**src/pkg/dbm_pkg.sv**
```systemverilog
// package for the dual bitstream modulator clocking block
// assumes a single 200 MHz clock; analog inputs arrive as signed digital samples
package dbm_pkg;
  localparam int CLK_MHZ = 200;
  localparam int INT_OSC_MHZ = 20;
  // internal oscillator made by an enable divider from the core clock
  localparam int INT_DIV = CLK_MHZ / INT_OSC_MHZ;
  localparam logic [3:0] INT_DIV_LAST = 4'(INT_DIV - 1);
  localparam int SAMPLE_W = 16;
  // 2.5 V maps to 2^15, so 2 V is 16'sh6666; feedback sits at 2 V / 0.6
  // so that 2 V gives 80 % ones and the loop keeps headroom
  localparam int ACC_W = SAMPLE_W + 4;
  localparam logic signed [ACC_W-1:0] FB_POS = 20'sh0AAAA;
  localparam logic signed [ACC_W-1:0] FB_NEG = -20'sh0AAAA;
  localparam int FIFO_W = 2;
  localparam int FIFO_D = 32;
  localparam logic [1:0] CH_RESET_BITS = 2'h0;
endpackage : dbm_pkg

```
**src/verilog/dbm_fifo.sv**
```systemverilog
// fifo with valid/ready on both sides, registered read data
// assumes one clock and synchronous reset copy from the top
module dbm_fifo #(
  parameter int WIDTH = 2,
  parameter int DEPTH = 32
) (
  // clock and reset
  input wire logic clock,
  input wire logic rst_sync_b,
  // write side
  input wire logic in_valid,
  output logic in_ready,
  input wire logic [WIDTH-1:0] in_data,
  // read side
  output logic out_valid,
  input wire logic out_ready,
  output logic [WIDTH-1:0] out_data
);
  localparam int AW = $clog2(DEPTH);
  logic [WIDTH-1:0] mem [DEPTH];
  logic [AW:0] wr_ptr_reg;
  logic [AW:0] rd_ptr_reg;
  logic [AW:0] count;
  logic empty;
  logic do_wr;
  logic do_rd;

  // one entry sits in out_data, so memory occupancy excludes it
  assign count = wr_ptr_reg - rd_ptr_reg;
  assign empty = (count == '0);
  assign in_ready = (count != (AW+1)'(DEPTH));
  assign do_rd = !empty && (!out_valid || out_ready);
  assign do_wr = in_valid && in_ready;

  always_ff @(posedge clock) begin
    if (do_wr) begin
      mem[wr_ptr_reg[AW-1:0]] <= in_data;
    end
  end

  always_ff @(posedge clock or negedge rst_sync_b) begin
    if (!rst_sync_b) begin
      wr_ptr_reg <= '0;
      rd_ptr_reg <= '0;
    end else begin
      if (do_wr) begin
        wr_ptr_reg <= wr_ptr_reg + 1'b1;
      end
      if (do_rd) begin
        rd_ptr_reg <= rd_ptr_reg + 1'b1;
      end
    end
  end

  always_ff @(posedge clock or negedge rst_sync_b) begin
    if (!rst_sync_b) begin
      out_valid <= 1'b0;
      out_data <= '0;
    end else if (do_rd) begin
      out_valid <= 1'b1;
      out_data <= mem[rd_ptr_reg[AW-1:0]];
    end else if (out_ready) begin
      out_valid <= 1'b0;
    end
  end
endmodule // dbm_fifo

```
**src/verilog/dbm_top.sv**
```systemverilog
// two-channel second-order delta-sigma modulator with clock source selection
// assumes inputs synchronous to clock; external clock sampled as a level
// Operation
// - select high runs modulators from internal 20MHz, low from external clock
// - selected system clock divided by two forms the modulator clock
// - one modulator clock output is shared by both channels
// - ones density 50% at zero, 80% at +2V, 20% at -2V
// - per channel: shared clock plus own bitstream output
// - feedback level follows comparator on the next modulator clock
// - each channel samples its input once per modulator clock
module dbm_top (
  // clock and reset
  input wire logic clock,
  input wire logic rst_b,
  // clock source
  input wire logic clock_source_select,
  input wire logic external_clock_input,
  // analog inputs as signed samples, differential already taken
  input wire logic signed [dbm_pkg::SAMPLE_W-1:0] channel_a_input,
  input wire logic signed [dbm_pkg::SAMPLE_W-1:0] channel_b_input,
  // modulator outputs
  output logic modulator_clock_output,
  output logic channel_bitstream_output_a,
  output logic channel_bitstream_output_b
);
  localparam int AW = dbm_pkg::ACC_W;
  logic rst_meta_reg;
  logic rst_sync_b;
  logic [3:0] osc_cnt_reg;
  logic osc_tick;
  logic ext_prev_reg;
  logic sys_edge;
  logic div_reg;
  logic mod_tick;
  logic [1:0] bits_next;
  logic fifo_in_ready;
  logic fifo_out_valid;
  logic [1:0] fifo_out_data;
  logic out_phase_reg;
  logic signed [dbm_pkg::SAMPLE_W-1:0] ch_in [2];

  assign ch_in[0] = channel_a_input;
  assign ch_in[1] = channel_b_input;

  always_ff @(posedge clock or negedge rst_b) begin
    if (!rst_b) begin
      rst_meta_reg <= 1'b0;
      rst_sync_b <= 1'b0;
    end else begin
      rst_meta_reg <= 1'b1;
      rst_sync_b <= rst_meta_reg;
    end
  end

  // internal oscillator as a one-cycle enable at 20MHz
  always_ff @(posedge clock or negedge rst_sync_b) begin
    if (!rst_sync_b) begin
      osc_cnt_reg <= '0;
    end else if (osc_cnt_reg == dbm_pkg::INT_DIV_LAST) begin
      osc_cnt_reg <= '0;
    end else begin
      osc_cnt_reg <= osc_cnt_reg + 4'h1;
    end
  end
  assign osc_tick = (osc_cnt_reg == dbm_pkg::INT_DIV_LAST);

  // external clock rising edge; a static low gives no edges, a static high gives one just after reset
  always_ff @(posedge clock or negedge rst_sync_b) begin
    if (!rst_sync_b) begin
      ext_prev_reg <= 1'b0;
    end else begin
      ext_prev_reg <= external_clock_input;
    end
  end

  // source select; the unused source is ignored entirely
  assign sys_edge = clock_source_select ? osc_tick
                  : (external_clock_input && !ext_prev_reg);

  // divide by two; rising modulator edge is the sampling moment
  always_ff @(posedge clock or negedge rst_sync_b) begin
    if (!rst_sync_b) begin
      div_reg <= 1'b0;
    end else if (sys_edge) begin
      div_reg <= !div_reg;
    end
  end
  assign mod_tick = sys_edge && !div_reg;

  // second-order modulator per channel, one step per modulator clock
  genvar g;
  generate
    for (g = 0; g < 2; g++) begin : g_ch
      logic signed [AW-1:0] int1_reg;
      logic signed [AW-1:0] int2_reg;
      logic fb_reg;
      logic signed [AW-1:0] fb_val;
      logic signed [AW-1:0] x_ext;
      logic signed [AW-1:0] int1_next;
      logic signed [AW-1:0] int2_next;
      assign fb_val = fb_reg ? dbm_pkg::FB_POS : dbm_pkg::FB_NEG;
      assign x_ext = AW'(ch_in[g]);
      // second stage takes the updated first stage: no extra loop delay,
      // which would make the two-integrator loop unstable
      assign int1_next = int1_reg + x_ext - fb_val;
      assign int2_next = int2_reg + int1_next - fb_val;
      // fb_reg holds the comparator decision that drives the feedback level
      assign bits_next[g] = fb_reg;
      always_ff @(posedge clock or negedge rst_sync_b) begin
        if (!rst_sync_b) begin
          int1_reg <= '0;
          int2_reg <= '0;
          fb_reg <= 1'b0;
        end else if (mod_tick) begin
          int1_reg <= int1_next;
          int2_reg <= int2_next;
          fb_reg <= !int2_next[AW-1];
        end
      end
    end
  endgenerate

  // bits leave through the fifo; overflow would need a stalled output
  dbm_fifo #(
    .WIDTH(dbm_pkg::FIFO_W),
    .DEPTH(dbm_pkg::FIFO_D)
  ) u_fifo (
    .clock(clock),
    .rst_sync_b(rst_sync_b),
    .in_valid(mod_tick),
    .in_ready(fifo_in_ready),
    .in_data(bits_next),
    .out_valid(fifo_out_valid),
    .out_ready(out_phase_reg),
    .out_data(fifo_out_data)
  );

  // output stage pops one pair per modulator period
  always_ff @(posedge clock or negedge rst_sync_b) begin
    if (!rst_sync_b) begin
      out_phase_reg <= 1'b0;
    end else begin
      out_phase_reg <= mod_tick && fifo_in_ready;
    end
  end

  always_ff @(posedge clock or negedge rst_sync_b) begin
    if (!rst_sync_b) begin
      modulator_clock_output <= 1'b0;
      channel_bitstream_output_a <= dbm_pkg::CH_RESET_BITS[0];
      channel_bitstream_output_b <= dbm_pkg::CH_RESET_BITS[1];
    end else begin
      modulator_clock_output <= div_reg;
      if (fifo_out_valid && out_phase_reg) begin
        channel_bitstream_output_a <= fifo_out_data[0];
        channel_bitstream_output_b <= fifo_out_data[1];
      end
    end
  end
endmodule // dbm_top

```
**config.mk**
```make
export PLATFORM = sky130hd
export DESIGN_NAME = dbm_top
export DESIGN_NICKNAME = d
export VERILOG_FILES = /design/src/pkg/dbm_pkg.sv /design/src/verilog/dbm_fifo.sv /design/src/verilog/dbm_top.sv
export SDC_FILE = /design/constraint.sdc
export NUM_CORES = 1
export LEC_CHECK = 0
export BUFFER_PORTS_ARGS = -buffer_cell sky130_fd_sc_hd__buf_4
export CAP_MARGIN = 25
export CELL_PAD_IN_SITES_DETAIL_PLACEMENT = 0
export CELL_PAD_IN_SITES_GLOBAL_PLACEMENT = 2
export CORE_UTILIZATION = 42
export DETAILED_ROUTE_END_ITERATION = 8
export MAX_ROUTING_LAYER = met4
export PLACE_DENSITY = 0.86
export SLEW_MARGIN = 20
export SYNTH_ARGS = -nofsm -noshare
export SYNTH_HDL_FRONTEND = slang
export SYNTH_HIERARCHICAL = 1
export SYNTH_SLANG_ARGS = --single-unit
```
**constraint.sdc**
```tcl
create_clock -name clock -period 3.6 [get_ports clock]
set_input_delay 1.08 -clock clock [delete_from_list [all_inputs] [get_ports clock]]
set_output_delay 1.08 -clock clock [all_outputs]
set_load 0.02 [all_outputs]
```
Word-level counts from Yosys, hierarchy flattened --
Memories as Yosys holds them, arrays and structs flattened. A register that Yosys moved wholly into a read port is not among the register bits. Index checks and enable logic that the tools add are counted.
Storage, ports and cells: flip-flop bits (word level) 107, bits in latches 0, bits in writable memories 64, bits in read-only memories 0, input port bits 36, output and inout bits 3, logic and storage cells 56, memories 1
Memories:
- u_fifo.mem | words 32, bits a word 2, rd ports 1, clocked after memory_dff 1, write ports 1, line dbm_fifo.sv:20 | logic [WIDTH-1:0] mem [DEPTH];
Cells by class: $add $sub $neg 12, multiply operators 0, div/mod/pow operators 0, $lt $le $gt $ge 0, equality and inequality tests 2, shift operators 0, multiplexer cells 8, bitwise logic cells 0, reductions and logical operators 15
Operators with widths (number):
- 20-bit subtractor | 4
- 20-bit by 16-bit adder with 20-bit output | 2
- 20-bit adder | 2
- 20-bit 2-to-1 mux | 2
- 6-bit by 1-bit adder with 6-bit output, second input constant | 2
- 1-bit logical NOT | 7
- 6-bit logical NOT | 1
- 6-bit != test, second input constant | 1
- 6-bit subtractor | 1
- 1-bit logical AND | 5
- 1-bit 2-to-1 mux | 5
- 4-bit by 1-bit adder with 4-bit output, second input constant | 1
- 4-bit equality test, second input constant | 1
- 4-bit 2-to-1 mux | 1
- 2-bit nonzero test | 1
- 1-bit logical OR | 1

Depth between registers and ports, before layout --
word-level depth 7, gate-level depth with buffers 23, gate-level depth less buffers 23

By module --
The synthesis kept the hierarchy.
By module, submodules not included:
- dbm_top | instances 1, cells each 976, area each 8737.1 um2, sequential area each 2352.3 um2
- dbm_fifo | instances 1, cells each 220, area each 3497.1 um2, sequential area each 2297.2 um2

Worst setup path after synthesis --
OpenSTA, ideal clock, no wires.
kind register to register, start point register g_ch[1].fb_reg, end point register g_ch[1].fb_reg, library setup time 0.093 ns, arrival time 6.581 ns, data required time 3.507 ns, setup slack -3.074 ns, cell stages (with the launch flop) 24, buffers on the path 0, period minus slack after synthesis 6.674 ns, cells stage by stage dfrtp_1 -> inv_1 -> fa_1 -> inv_1 -> ha_1 -> nor2b_1 -> o21ai_0 -> a21boi_1 -> o2111ai_1 -> nand3b_1 -> a21o_1 -> a31oi_1 -> xnor2_1 -> fa_1 -> ha_1 -> a21oi_1 -> o211ai_1 -> nand3b_1 -> o211ai_1 -> o41ai_1 -> xnor2_1 -> xor2_1 -> o21ai_0 -> o211ai_1
Between the ends: word-level cells in the longest chain between the ends 5
RTL lines:
- from (decl) | line dbm_top.sv:96 | logic fb_reg;
- from (signal assigned) | line dbm_top.sv:117 | fb_reg <= !int2_next[AW-1];
- 20-bit 2-to-1 mux | line dbm_top.sv:101 | assign fb_val = fb_reg ? dbm_pkg::FB_POS : dbm_pkg::FB_NEG;
- 20-bit subtractor | line dbm_top.sv:105 | assign int1_next = int1_reg + x_ext - fb_val;
- net g_ch[1].int1_next[12] | line dbm_top.sv:99 | logic signed [AW-1:0] int1_next;
- 20-bit adder | line dbm_top.sv:106 | assign int2_next = int2_reg + int1_next - fb_val;
- 20-bit subtractor | line dbm_top.sv:106
- 1-bit logical NOT | line dbm_top.sv:117
The timed path passes the listed nets, and every way through them passes these cells. A chain may end at the register's enable or synchronous reset.

Worst setup path in the final report --
start point input port channel_a_input[3] (netlist name), end point register g_ch[0].fb_reg
Between the ends: word-level cells in the longest chain between the ends 5
RTL lines:
- from (decl) | line dbm_top.sv:19 | input wire logic signed [dbm_pkg::SAMPLE_W-1:0] channel_a_input,
- 20-bit by 16-bit adder with 20-bit output | line dbm_top.sv:105
- 20-bit subtractor | line dbm_top.sv:105
- net g_ch[0].int1_next[17] | line dbm_top.sv:99
- 20-bit adder | line dbm_top.sv:106
- 20-bit subtractor | line dbm_top.sv:106
- 1-bit logical NOT | line dbm_top.sv:117
- to (signal assigned) | line dbm_top.sv:117
- to (decl) | line dbm_top.sv:96
The timed path passes the listed nets, and every way through them passes these cells.

==> flow_summary_export.csv <==
group,metric,value,unit
worst_setup_path,r2r-start,"g_ch[0].fb_reg",
synthesis,ys_seq_elements,173,
hold_path,hold_class,"register to register",
sta,fin_crit,5150,ps
sta,fin_crit_sh,143,%
route,drtAntennaViolNets,0,
finish,drive_gt1_share,37.2,%
synthesis,ys_types,74,
synthesis,synthAdderAreaFrac,20.5,%
synthesis,ys.warnings.count,6,
placed_design,gp_congestion,0.820,
finish,syn2layout_area_growth,35.5,%
clock_tree,clock_sinks,173,
hold_path,hold_start,"rst_meta_reg",
sta,clock_skew,21.8,ps
sta,rsz0062_at_grt,"yes",
route,wirelength,28400,microns
worst_setup_path,worst_ep_required_time,3930,ps
run,maxCapViolCount,0,
synthesis,ys_top_cells_by_area,"dfrtp_1 (22%), edfxtp_1 (16%), fa_1 (11%)",
global_routing,grt_antenna_before_repair,0,
synthesis,synth_area_per_cell,10.2,sq um
finish,insertedDiodeCount,0,
sta,finalMaxSlewViolations,0,
synthesis,synth_xor_area_share,5.57,%
worst_setup_path,critPathLaunch,"channel_a_input[3]",
synthesis,synth_top_family_by_area,"adder cells",
floorplanning,initial_core_util,42.6,%
sta,fin_ws,-1550,ps
floorplanning,ios,39,
sta,max_freq,0.194,GHz
route,drt_pass1_iterations,4,
sta,hold_ws,356,ps
route,vias_per_cell,5.00,
sta,worstMarginPinSlew,749,ps
route,via_count,9361,
worst_setup_path,cp-start-kind,"input port",
placed_design,place_hpwl,20100,microns
sta,setup_viol,31,
floorplanning,die_h,173,microns
synthesis,synth_largest_area_cell,"dfrtp_1",
clock_tree,root_buffer,"clkbuf_16",
finish,fill_cells,2461,
global_routing,grt_pass1_vias,9509,
sta,slew_headroom,50.1,%
finish,post-route-util,57.8,%
route,wire_per_inst,15.2,microns
outcome,status,"complete, but fails checks",
worst_setup_path,path_class,"input port to register",
synthesis,synth_compound_area_share,12.6,%
route,drtIter0Drc,400,
global_routing,overflow,0,
synthesis,synth_edf_count,64,
finish,final_nets,1670,
floorplanning,die_w,173,microns
global_routing,grt_max_degree,115,
worst_setup_path,reg2reg_setup_slack,-1440,ps
route,drc,0,
synthesis,syn_nets,1392,
clock_tree,path_clk_slew,90,ps
finish,largest_register_ffs,64,
synthesis,synth_ff_type,"dfrtp_1",
worst_setup_path,cp_max_fo,2,
global_routing,grt_pass1_wl,47500,microns
clock_tree,clockBufferDepth,2,
clock_tree,h-tree-depth,4,
floorplanning,fp.coreArea,0.0287,sq mm
synthesis,synth_top_cell_area_share,22.3,%
outcome,violations,"negative setup slack",
synthesis,syn_area,0.0122,sq mm
clock_tree,cts_tree,"done",
synthesis,seq_area_frac_synth,38.0,%
clock_tree,insertion_delay,440,ps
synthesis,synth_simple_gate_area_share,12.4,%
worst_setup_path,worst_setup_path_end_kind,"register",
synthesis,async_flop_share,63.0,%
floorplanning,rows,62,
floorplanning,die-area,0.0298,sq mm
placed_design,portBuffers,38,
global_routing,grt_util_all_layers,20.3,%
clock_tree,cts_buffers,17,
worst_setup_path,crit_arrival,5480,ps
synthesis,netlist_instances,1196,
sta,hold_viol,0,
synthesis,synthMuxAreaShare,5.15,%
-- worst max-delay path, cell delays in order --
cell	delay, ps
buf_6	70
inv_2	30
fa_1	510
inv_2	50
ha_4	160
or3_4	380
o211ai_1	280
a21bo_1	200
a21oi_2	70
o21a_1	200
o21ai_2	190
nor3b_4	240
nor2_2	70
fa_1	600
ha_4	220
a21o_1	180
a21oi_2	160
and2_4	170
o211a_1	150
a211oi_2	40
xor2_1	160
mux2_4	270
-- placed cells by master, fill, tap and decap left out, drive strengths merged, types with 25 or more instances in the layout --
cell type,n
a21o,25
ha,92
a21oi,44
xnor2,54
dfrtp,109
nor2,69
fa,68
inv,162
edfxtp,64
buf,285
o21ai,84
nand2,132
-- cell usage after synthesis, types with 20 or more instances --
| cell | count |
|---|---|
| xor2_1 | 23 |
| nand3_1 | 22 |
| o21ai_0 | 79 |
| a21o_1 | 25 |
| clkbuf_1 | 21 |
| nor2_1 | 69 |
| fa_1 | 68 |
| dfrtp_1 | 109 |
| nand2_1 | 131 |
| nor3_1 | 23 |
| a21oi_1 | 44 |
| mux4_2 | 20 |
| ha_1 | 92 |
| inv_1 | 154 |
| xnor2_1 | 53 |
| edfxtp_1 | 64 |
-- routing by layer --
| layer | global-route usage (%) | wire length, microns |
|---|---|---|
| met4 | 4.02 | 223 |
| met5 | - | 0 |
| met2 | 33.5 | 14400 |
| met3 | 2.22 | 388 |
| met1 | 27.1 | 13300 |
-- stage by stage --
step	TNS (ps)	setup WS, ps	cells	instance area, sq um
2_1_floorplan	-41220	-1920	1196	12600
5_1_grt	-37990	-1710	1871	16600
3_5_place_dp	-57220	-2170	1800	14900
3_3_place_gp	-55660	-2070	1800	14900
6_report	-32460	-1550	1871	16600
4_1_cts	-33720	-1590	1852	16000
-- area by class of cell --
class                           instances  area (sq um)  share of cell area (%)
Multi-Input combinational cell        841          8010                    48.3
Sequential cell                       173          4660                    28.1
Timing Repair Buffer                  285          2270                    13.7
Inverter                              156           593                    3.58
Tap cell                              384           480                    2.90
Clock buffer                           17           425                    2.57
Clock inverter                         15           148                   0.891
-- cells by family after synthesis --
family | after synthesis
xor+xnor | 77
flops | 173
simple gates | 328
mux | 36
other cells | 1
fa+ha+maj | 160
compound gates | 239
buf+inv | 182
-- repair_timing --
action	in CTS	in global routing
pin swaps	77	95
endpoints found under the setup margin	36	37
cloned	0	0
resized for setup	77	98
setup buffers	22	24
hold buffers	0	0
-- final timing paths --
kind / end / cells past startpoint
worst max-delay path: g_ch[0].fb_reg / 22
worst min-delay path: rst_sync_b / 0
worst max register to register: g_ch[0].fb_reg / 21
worst min register to register: rst_sync_b / 0
max in group asynchronous: u_fifo/wr_ptr_reg[0] / 1
min in group asynchronous: g_ch[0].int2_reg[17] / 0
Power is left out: the tool's default activity adds up to more than one toggle a clock period on the data nets, which glitch-free logic cannot reach.
